--- src/pkg/pfs_params.svh ---
`ifndef PFS_PARAMS_SVH
`define PFS_PARAMS_SVH

// ****************************************
// register map (byte offsets on the apb bus)
// ****************************************
`define PFS_ADDR_W 8
`define PFS_OFS_J_SEL 8'h00
`define PFS_OFS_K_SEL 8'h04
`define PFS_OFS_L_SEL 8'h08
`define PFS_OFS_SC_SEL 8'h0C
`define PFS_OFS_J_DAT 8'h10
`define PFS_OFS_K_DAT 8'h14
`define PFS_OFS_L_DAT 8'h18
`define PFS_OFS_SC_DAT 8'h1C

// ****************************************
// power-on reset values
// ****************************************
`define PFS_RST_J_SEL 16'h0000
`define PFS_RST_K_SEL 16'h0000
`define PFS_RST_L_SEL 16'hAA00
`define PFS_RST_SC_SEL 16'hA888
`define PFS_RST_DAT 8'h00

// ****************************************
// field layout and port indices
// ****************************************
`define PFS_SEL_W 16
`define PFS_DAT_W 8
`define PFS_PINS 8
`define PFS_PORTS 4
`define PFS_PORT_J 0
`define PFS_PORT_K 1
`define PFS_PORT_L 2
`define PFS_PORT_SC 3
`define PFS_CHANNELS 3
`define PFS_RX_IGNORED_LEVEL 1'b1

`endif

--- src/pkg/pfs_pkg.sv ---
package pfs_pkg;

  // ****************************************
  // decoded pin modes
  // ****************************************
  typedef enum logic [2:0] {
    PFS_FUNC = 3'b000,
    PFS_OUT = 3'b001,
    PFS_IN_PU = 3'b010,
    PFS_IN = 3'b011,
    PFS_NONE = 3'b100
  } pfs_mode_e;

  // ****************************************
  // field decoding families
  // ****************************************
  typedef enum logic [2:0] {
    PFS_K_FULL = 3'b000,
    PFS_K_J3 = 3'b001,
    PFS_K_NF = 3'b010,
    PFS_K_LLO = 3'b011,
    PFS_K_LHI = 3'b100,
    PFS_K_SC7 = 3'b101,
    PFS_K_SC6 = 3'b110
  } pfs_kind_e;

  typedef struct packed {
    logic out;
    logic oe;
    logic pu;
    logic fin;
    logic rd;
  } pfs_pin_s;

endpackage : pfs_pkg

--- src/core/pfs_pin_select.sv ---
// Overview of operation
// - four 16-bit read/write pin select registers, one per port
// - pin n uses bits 2n+1 (high) and 2n (low)
// - port j pins 0,2,6,7: function, output, input pull-up, input
// - port j pin 3: function, output, high bit set gives input without pull-up
// - port j pins 1,4,5: 00 no function, 01 output, high codes reserved
// - port k all pins: function, output, input pull-up, input
// - port l: low pins function or input, high pins input, no pull-ups
// - power-on reset clears port j and port k selects
// - power-on reset loads port l select with AA00
// - power-on reset loads serial select with A888
// - only power-on reset reinitialises selects, not manual reset or standby
// - serial pin 7 function or input, pins 1,3,5 four-way, pin 6 output or input
// - transmit pin: function, port output, or high impedance for high codes
// - receive pin: function, level ignored, input pull-up, input
// - transmit enable forces transmit pin to peripheral output
// - receive enable forces receive pin to peripheral input
// - in function or input mode transmit pin drives only while enabled
// - each channel's transmit and receive share one data bit, no simultaneous use
// - data read returns pin level in input modes, stored bit otherwise
//
// The APB slave port and the placing of the registers are this design's own decisions.
`include "pfs_params.svh"

module pfs_pin_select (
  input wire logic pclk,
  input wire logic presetn,
  input wire logic psel,
  input wire logic penable,
  input wire logic pwrite,
  input wire logic [`PFS_ADDR_W-1:0] paddr,
  input wire logic [31:0] pwdata,
  input wire logic [3:0] pstrb,
  output logic [31:0] prdata,
  output logic pready,
  output logic pslverr,
  input wire logic [7:0] j_pin_in,
  output logic [7:0] j_pin_out,
  output logic [7:0] j_pin_oe,
  output logic [7:0] j_pin_pullup,
  input wire logic [7:0] j_func_out,
  input wire logic [7:0] j_func_oe,
  output logic [7:0] j_func_in,
  input wire logic [7:0] k_pin_in,
  output logic [7:0] k_pin_out,
  output logic [7:0] k_pin_oe,
  output logic [7:0] k_pin_pullup,
  input wire logic [7:0] k_func_out,
  input wire logic [7:0] k_func_oe,
  output logic [7:0] k_func_in,
  input wire logic [7:0] l_pin_in,
  output logic [7:0] l_pin_out,
  output logic [7:0] l_pin_oe,
  output logic [7:0] l_pin_pullup,
  input wire logic [7:0] l_func_out,
  input wire logic [7:0] l_func_oe,
  output logic [7:0] l_func_in,
  input wire logic [7:0] sc_pin_in,
  output logic [7:0] sc_pin_out,
  output logic [7:0] sc_pin_oe,
  output logic [7:0] sc_pin_pullup,
  input wire logic [7:0] sc_func_out,
  input wire logic [7:0] sc_func_oe,
  output logic [7:0] sc_func_in,
  input wire logic [2:0] rxd_in,
  output logic [2:0] rxd_pullup,
  output logic [2:0] rx_func_in,
  input wire logic [2:0] transmit_enable,
  input wire logic [2:0] receive_enable
);

  // ****************************************
  // field decoding
  // ****************************************

  // which decoding family a given pin field follows
  function automatic pfs_pkg::pfs_kind_e kind_of(input int p, input int n);
    pfs_pkg::pfs_kind_e k;
    k = pfs_pkg::PFS_K_FULL;
    if (p == `PFS_PORT_J) begin
      if (n == 3) begin
        k = pfs_pkg::PFS_K_J3;
      end else if (n == 1 || n == 4 || n == 5) begin
        k = pfs_pkg::PFS_K_NF;
      end
    end else if (p == `PFS_PORT_L) begin
      k = (n < 4) ? pfs_pkg::PFS_K_LLO : pfs_pkg::PFS_K_LHI;
    end else if (p == `PFS_PORT_SC) begin
      if (n == 7) begin
        k = pfs_pkg::PFS_K_SC7;
      end else if (n == 6) begin
        k = pfs_pkg::PFS_K_SC6;
      end
    end
    return k;
  endfunction : kind_of

  // reserved codes decode to none: pin released, input not seen
  function automatic pfs_pkg::pfs_mode_e decode(input pfs_pkg::pfs_kind_e k,
                                                input logic [1:0] code);
    pfs_pkg::pfs_mode_e m;
    m = pfs_pkg::PFS_NONE;
    case (k)
      pfs_pkg::PFS_K_FULL: begin
        m = pfs_pkg::pfs_mode_e'({1'b0, code});
      end
      pfs_pkg::PFS_K_J3: begin
        m = code[1] ? pfs_pkg::PFS_IN : pfs_pkg::pfs_mode_e'({1'b0, code});
      end
      pfs_pkg::PFS_K_NF: begin
        m = (code == 2'b01) ? pfs_pkg::PFS_OUT : pfs_pkg::PFS_NONE;
      end
      pfs_pkg::PFS_K_LLO: begin
        if (code[1]) begin
          m = pfs_pkg::PFS_IN;
        end else if (code == 2'b00) begin
          m = pfs_pkg::PFS_FUNC;
        end
      end
      pfs_pkg::PFS_K_LHI: begin
        m = code[1] ? pfs_pkg::PFS_IN : pfs_pkg::PFS_NONE;
      end
      pfs_pkg::PFS_K_SC7: begin
        m = (code == 2'b01) ? pfs_pkg::PFS_NONE : pfs_pkg::pfs_mode_e'({1'b0, code});
      end
      pfs_pkg::PFS_K_SC6: begin
        m = (code == 2'b00) ? pfs_pkg::PFS_NONE : pfs_pkg::pfs_mode_e'({1'b0, code});
      end
      default: begin
        m = pfs_pkg::PFS_NONE;
      end
    endcase
    return m;
  endfunction : decode

  // pin behaviour for one decoded mode
  function automatic pfs_pkg::pfs_pin_s pin_logic(input pfs_pkg::pfs_mode_e m,
                                                   input logic dat, input logic lvl,
                                                   input logic fo, input logic foe);
    pfs_pkg::pfs_pin_s r;
    r = '0;
    r.rd = dat;
    case (m)
      pfs_pkg::PFS_FUNC: begin
        r.out = fo;
        r.oe = foe;
        r.fin = lvl;
      end
      pfs_pkg::PFS_OUT: begin
        r.out = dat;
        r.oe = 1'b1;
      end
      pfs_pkg::PFS_IN_PU: begin
        r.pu = 1'b1;
        r.rd = lvl;
      end
      pfs_pkg::PFS_IN: begin
        r.rd = lvl;
      end
      default: begin
        r.rd = dat;
      end
    endcase
    return r;
  endfunction : pin_logic

  // ****************************************
  // state
  // ****************************************
  logic [`PFS_PORTS-1:0][`PFS_SEL_W-1:0] sel_q;
  logic [`PFS_PORTS-1:0][`PFS_DAT_W-1:0] dat_q;
  logic [`PFS_PORTS-1:0][7:0] pin_s1_q;
  logic [`PFS_PORTS-1:0][7:0] pin_s2_q;
  logic [2:0] rxd_s1_q;
  logic [2:0] rxd_s2_q;
  logic [`PFS_PORTS-1:0][7:0] fo;
  logic [`PFS_PORTS-1:0][7:0] foe;
  pfs_pkg::pfs_mode_e mode [`PFS_PORTS][`PFS_PINS];
  pfs_pkg::pfs_pin_s res [`PFS_PORTS][`PFS_PINS];
  pfs_pkg::pfs_pin_s fin_d [`PFS_PORTS][`PFS_PINS];
  logic [2:0] rxpu_d;
  logic [2:0] rxfi_d;
  logic [`PFS_PORTS-1:0][7:0] out_q;
  logic [`PFS_PORTS-1:0][7:0] oe_q;
  logic [`PFS_PORTS-1:0][7:0] pu_q;
  logic [`PFS_PORTS-1:0][7:0] fi_q;
  logic [2:0] rxpu_q;
  logic [2:0] rxfi_q;
  logic [31:0] prdata_q;
  logic pready_q;
  logic pslverr_q;
  logic [2:0] idx;
  logic hit;
  logic wr_en;
  logic [31:0] rd_word;

  assign fo = {sc_func_out, l_func_out, k_func_out, j_func_out};
  assign foe = {sc_func_oe, l_func_oe, k_func_oe, j_func_oe};

  // ****************************************
  // pin input synchronisers
  // ****************************************

  // pins are asynchronous to pclk, so two flops before any use
  always_ff @(posedge pclk or negedge presetn) begin : sync_regs
    if (!presetn) begin
      pin_s1_q <= '0;
      pin_s2_q <= '0;
      rxd_s1_q <= '0;
      rxd_s2_q <= '0;
    end else begin
      pin_s1_q <= {sc_pin_in, l_pin_in, k_pin_in, j_pin_in};
      pin_s2_q <= pin_s1_q;
      rxd_s1_q <= rxd_in;
      rxd_s2_q <= rxd_s1_q;
    end
  end

  // ****************************************
  // per-pin decode
  // ****************************************
  for (genvar p = 0; p < `PFS_PORTS; p++) begin : g_port
    for (genvar n = 0; n < `PFS_PINS; n++) begin : g_pin
      // field of pin n sits at bits 2n+1 and 2n
      assign mode[p][n] = decode(kind_of(p, n), sel_q[p][2*n+1 -: 2]);
      assign res[p][n] = pin_logic(mode[p][n], dat_q[p][n], pin_s2_q[p][n],
                                   fo[p][n], foe[p][n]);
    end
  end

  // ****************************************
  // serial channel overrides
  // ****************************************

  // fields 0, 2 and 4 each steer one transmit and one receive pin
  always_comb begin : serial_mux
    fin_d = res;
    rxpu_d = '0;
    rxfi_d = '0;
    for (int c = 0; c < `PFS_CHANNELS; c++) begin
      // transmit pin: never an input, never pulled up
      fin_d[`PFS_PORT_SC][2*c].fin = 1'b0;
      fin_d[`PFS_PORT_SC][2*c].pu = 1'b0;
      if (transmit_enable[c]) begin
        fin_d[`PFS_PORT_SC][2*c].out = sc_func_out[2*c];
        fin_d[`PFS_PORT_SC][2*c].oe = 1'b1;
      end else if (mode[`PFS_PORT_SC][2*c] == pfs_pkg::PFS_OUT) begin
        fin_d[`PFS_PORT_SC][2*c].out = dat_q[`PFS_PORT_SC][2*c];
        fin_d[`PFS_PORT_SC][2*c].oe = 1'b1;
      end else begin
        fin_d[`PFS_PORT_SC][2*c].out = 1'b0;
        fin_d[`PFS_PORT_SC][2*c].oe = 1'b0;
      end
      // receive pin; the shared data bit reads it only in input modes
      fin_d[`PFS_PORT_SC][2*c].rd = dat_q[`PFS_PORT_SC][2*c];
      case (mode[`PFS_PORT_SC][2*c])
        pfs_pkg::PFS_FUNC: begin
          rxfi_d[c] = rxd_s2_q[c];
        end
        pfs_pkg::PFS_OUT: begin
          rxfi_d[c] = `PFS_RX_IGNORED_LEVEL;
        end
        pfs_pkg::PFS_IN_PU: begin
          rxpu_d[c] = 1'b1;
          fin_d[`PFS_PORT_SC][2*c].rd = rxd_s2_q[c];
        end
        default: begin
          fin_d[`PFS_PORT_SC][2*c].rd = rxd_s2_q[c];
        end
      endcase
      if (receive_enable[c]) begin
        rxfi_d[c] = rxd_s2_q[c];
      end
    end
  end

  // ****************************************
  // registered pin outputs
  // ****************************************

  // outputs are flopped to keep pins glitch free while fields change
  always_ff @(posedge pclk or negedge presetn) begin : pin_regs
    if (!presetn) begin
      out_q <= '0;
      oe_q <= '0;
      pu_q <= '0;
      fi_q <= '0;
      rxpu_q <= '0;
      rxfi_q <= '0;
    end else begin
      for (int p = 0; p < `PFS_PORTS; p++) begin
        for (int n = 0; n < `PFS_PINS; n++) begin
          out_q[p][n] <= fin_d[p][n].out;
          oe_q[p][n] <= fin_d[p][n].oe;
          pu_q[p][n] <= fin_d[p][n].pu;
          fi_q[p][n] <= fin_d[p][n].fin;
        end
      end
      rxpu_q <= rxpu_d;
      rxfi_q <= rxfi_d;
    end
  end

  assign j_pin_out = out_q[`PFS_PORT_J];
  assign j_pin_oe = oe_q[`PFS_PORT_J];
  assign j_pin_pullup = pu_q[`PFS_PORT_J];
  assign j_func_in = fi_q[`PFS_PORT_J];
  assign k_pin_out = out_q[`PFS_PORT_K];
  assign k_pin_oe = oe_q[`PFS_PORT_K];
  assign k_pin_pullup = pu_q[`PFS_PORT_K];
  assign k_func_in = fi_q[`PFS_PORT_K];
  assign l_pin_out = out_q[`PFS_PORT_L];
  assign l_pin_oe = oe_q[`PFS_PORT_L];
  assign l_pin_pullup = pu_q[`PFS_PORT_L];
  assign l_func_in = fi_q[`PFS_PORT_L];
  assign sc_pin_out = out_q[`PFS_PORT_SC];
  assign sc_pin_oe = oe_q[`PFS_PORT_SC];
  assign sc_pin_pullup = pu_q[`PFS_PORT_SC];
  assign sc_func_in = fi_q[`PFS_PORT_SC];
  assign rxd_pullup = rxpu_q;
  assign rx_func_in = rxfi_q;

  // ****************************************
  // apb slave
  // ****************************************

  // eight word slots from offset zero; anything else errors
  assign idx = paddr[4:2];
  assign hit = (paddr[`PFS_ADDR_W-1:5] == '0) && (paddr[1:0] == 2'b00);
  assign wr_en = psel && penable && pready_q && pwrite && hit;

  // read data: select registers return written bits untouched
  always_comb begin : read_mux
    rd_word = '0;
    if (idx[2]) begin
      for (int n = 0; n < `PFS_PINS; n++) begin
        rd_word[n] = fin_d[idx[1:0]][n].rd;
      end
    end else begin
      rd_word[`PFS_SEL_W-1:0] = sel_q[idx[1:0]];
    end
  end

  // read data is captured in the setup cycle; one access cycle, no waits
  always_ff @(posedge pclk or negedge presetn) begin : apb_regs
    if (!presetn) begin
      prdata_q <= '0;
      pready_q <= 1'b0;
      pslverr_q <= 1'b0;
    end else begin
      pready_q <= psel && !penable;
      pslverr_q <= psel && !penable && !hit;
      if (psel && !penable && !pwrite && hit) begin
        prdata_q <= rd_word;
      end else if (psel && !penable) begin
        prdata_q <= '0;
      end
    end
  end

  assign prdata = prdata_q;
  assign pready = pready_q;
  assign pslverr = pslverr_q;

  // presetn is the power-on reset; manual reset and standby never reach here
  always_ff @(posedge pclk or negedge presetn) begin : sel_regs
    if (!presetn) begin
      sel_q[`PFS_PORT_J] <= `PFS_RST_J_SEL;
      sel_q[`PFS_PORT_K] <= `PFS_RST_K_SEL;
      sel_q[`PFS_PORT_L] <= `PFS_RST_L_SEL;
      sel_q[`PFS_PORT_SC] <= `PFS_RST_SC_SEL;
    end else if (wr_en && !idx[2]) begin
      // reserved codes are stored as written; decode keeps them inert
      if (pstrb[0]) begin
        sel_q[idx[1:0]][7:0] <= pwdata[7:0];
      end
      if (pstrb[1]) begin
        sel_q[idx[1:0]][15:8] <= pwdata[15:8];
      end
    end
  end

  // data bits: drive the pin in output mode, kept in every mode
  always_ff @(posedge pclk or negedge presetn) begin : dat_regs
    if (!presetn) begin
      dat_q <= {`PFS_PORTS{`PFS_RST_DAT}};
    end else if (wr_en && idx[2] && pstrb[0]) begin
      dat_q[idx[1:0]] <= pwdata[7:0];
    end
  end

endmodule : pfs_pin_select

--- config.mk ---
export PLATFORM = sky130hd
export DESIGN_NAME = pfs_pin_select
export DESIGN_NICKNAME = d
export VERILOG_FILES = /design/src/pkg/pfs_pkg.sv /design/src/core/pfs_pin_select.sv
export VERILOG_INCLUDE_DIRS = /design/src /design/src/pkg
export SDC_FILE = /design/constraint.sdc
export NUM_CORES = 1
export LEC_CHECK = 0
export ABC_AREA = 1
export BUFFER_PORTS_ARGS = -buffer_cell sky130_fd_sc_hd__buf_2
export CORE_ASPECT_RATIO = 1.25
export CORE_MARGIN = 2
export CORE_UTILIZATION = 51
export DETAILED_ROUTE_END_ITERATION = 16
export GPL_ROUTABILITY_DRIVEN = 1
export HOLD_SLACK_MARGIN = 0.08
export PLACE_DENSITY = 0.76
export SLEW_MARGIN = 20
export SYNTH_ARGS = -nofsm -noshare
export SYNTH_HDL_FRONTEND = slang
export SYNTH_SLANG_ARGS = --single-unit
export TNS_END_PERCENT = 50
--- constraint.sdc ---
create_clock -name pclk -period 2.9 [get_ports pclk]
set_input_delay 0.58 -clock pclk [delete_from_list [all_inputs] [get_ports pclk]]
set_output_delay 0.58 -clock pclk [all_outputs]
set_load 0.05 [all_outputs]
==> summary.txt <==
Worst-path clk slew = 60 ps
initial antenna violation count = 0
Worst IR Drop VDD = 0.4801 mV
Synth Area in Simple Gates = 23.53%
DIE AREA = 22110 um2
layout cells sized above 1 = 22.36%
share of Yosys cell area claimed by the top area cell type = 62.12%
final hold vios = 0
predominant post-synthesis flop cell = dfrtp_1
multi-input logic area = 3179 um2
status = completed
DR vias/cell = 4.992
register area = 6868 um2
WS Path Type = reg2reg
hold_buf cts = 1
CP top delay family = simple AND/OR/NAND/NOR gates
Top Ports = 322
commonest cells after routing, fill and taps aside = nand2_1, dfrtp_1, buf_2, nand3_1, nor2_1
largest net degree at the start of global routing = 73
Initial Util = 51.65%
crit path cell chain = nand4_1 -> nor2_1 -> nand3_1 -> o21ai_0
first-pass GRT wire length = 42180 um
Clk Latency, worst-skew pair = 520 ps
Residual DRC = 0
Largest stage delay, worst path = 540 ps
core area = 20670 um2
Compound-Gate Fraction of Synth Area = 4.489%
final instance count without filler cells = 1678
Post-Place Cells = 1628
flops & latches, synth = 274
final RePlAce weighted congestion = 0.8692
average size of a mapped cell = 9.439 um2
Hold Path Class = in2reg
die width = 133.4 um
hpwl dp = 19010 um
Critical Path Fanout Max = 16
Design Power = 8292 uW
sequential share of the synthesized area = 64.33%
Slew @ Worst Pin = 673.3 ps
CP max stage cell = nand3_1
Buf+Inv Stages, Crit Path = 0
vias in the first global route = 8251
Post CTS Setup Buffer Count = 0
via count = 8376
drt first pass iters = 5
Slew Limit Fails = 0
H-tree levels = 1
DRT iter0 DRCs = 548
Routed WL = 26610 um
Startpoint Class = flop
CP endpoint kind = flop
setup_tns = 0 ps
layout filler cell count = 1736
Netlist Area Pre-Place = 10680 um2
Distinct cells, synth = 26
CTS tree = built
IO Port Bufs = 230
mux share of post-synthesis cell area = 0%
crit path time final = 1851 ps
PD cells = 638.4 nW/um2
Clock Skew = 10.96 ps
Ys Warns = 0
Post-synth EDFFs = 0
asr flop ratio synth = 100.0%
row count = 59
Worst Path Required = 3320 ps
Worst Path Arrival = 2270 ps
post-synthesis adder-cell area fraction = 0%
post-DR wirelength/cell = 15.86 um
relative slew slack = 54.99%
grt total ovfl = 0
max-cap violation count = 0
Mapped Cells = 1131
most common cell after layout, fill and taps aside = nand2_1
top cell type by total area after synthesis = dfrtp_1
Peak Freq = 540.2 MHz
Antenna Nets Post-Route = 0
post-synthesis xor/xnor area fraction = 0%
Area contributors post-synth = dfrtp_1, nand2_1, nand3_1
layout net count = 1538
GR Util All Layers = 24.26%
Root Buffer = clkbuf_16
final worst path period share = 63.83%
Util after Layout = 62.84%
Area Growth Syn to Fin = 21.67%
clock buffer depth = 3
CTS buffer count = 27
largest family of logic cells by synthesized area = simple AND/OR/NAND/NOR gates
# clock sinks = 274
# setup viols final = 0
Leak = 0.006914 uW
post-CTS sizing = 0
die span in y = 165.8 um
n_diodes = 0
RSZ-0062 raised after global routing = false
==> flip-flops by register name (all words and copies together), names as in the netlist, 8 cells and up <==
register,count
mode,36
dat_q,32
k_pin_oe,8
k_pin_out,8
pin_s2_q,26
j_pin_oe,8
k_func_in,8
pin_s1_q,26
sc_pin_out,8
prdata,16
sel_q,28
sc_pin_oe,8
j_pin_out,8
k_pin_pullup,8
==> routing by layer <==
layer / track usage [%] / vias up / routed length [um]
met2: 43.03 / 341 / 13780
met5: 0 / - / 0
met3: 4.274 / 61 / 1948
met4: 9.806 / 0 / 1026
li1: - / 3975 / -
met1: 29.24 / 3999 / 9849
==> final cells by class <==
class                           count  area share (%)
Clock buffer                       38           6.059
Clock inverter                     11           1.079
Inverter                           94           2.716
Multi-Input combinational cell    743           24.48
Sequential cell                   274           52.88
Tap cell                          274           2.639
Timing Repair Buffer              244           10.15
==> worst reg2reg max path, delay by kind of cell, from the launching register on <==
kind             cells  cell delay, ps
AND/OR/NAND/NOR      3            1010
AO/OA/AOI/OAI        1             380
flip-flops           1             350
==> final timing paths <==
path	startpoint	to	slack, ps	cells past startpoint
hold reg to reg	pin_s1_q[22]$_DFF_PN0_	pin_s2_q[22]$_DFF_PN0_	340	0
setup reg to reg	pready$_DFF_PN0_	dat_q[3]$_DFFE_PN0P_	1050	4
setup / recovery	pready$_DFF_PN0_	dat_q[3]$_DFFE_PN0P_	1050	4
max in group asynchronous	presetn	mode[13]$_DFFE_PN1P_	1510	3
min in group asynchronous	presetn	pin_s2_q[9]$_DFF_PN0_	590	2
hold / removal	k_pin_in[7]	pin_s1_q[15]$_DFF_PN0_	160	1
==> cells by family (layout without fill, tap and decap cells) <==
| logic type | Yosys count | after routing |
|---|---|---|
| AO/OA/AOI/OAI | 91 | 91 |
| AND/OR/NAND/NOR | 602 | 602 |
| flip-flops | 274 | 274 |
| other | 1 | 50 |
| buffers and inverters | 163 | 387 |
==> Yosys cell counts (6+ instances only) <==
library cell  number
nand2_1          341
dfrtp_1          265
nand3_1          116
nor2_1           113
inv_1             94
o21ai_0           77
buf_4             49
buf_2             13
nor3b_1           10
dfstp_2            9
clkbuf_1           7
nor2_2             6
==> report_power, final <==
group / internal (uW) / switching, uW / total (uW)
Sequential: 3920 / 32.4 / 3950
Clock: 2150 / 1420 / 3570
Combinational: 156 / 608 / 764
Total: 6230 / 2060 / 8290
==> through the flow <==
| step | instance area [um2] | hold WS, ps | worst slack (ps) |
|---|---|---|---|
| floorplan | 10860 | 284.4 | 1146 |
| global placement | 12050 | 332.2 | 723.8 |
| detailed placement | 12050 | 335.6 | 681.9 |
| CTS | 12990 | 139.9 | 1088 |
| global route | 12990 | 135.2 | 830.6 |
| finish | 12990 | 157.8 | 1049 |
No activity file was read; power rests on OpenSTA's default activity.
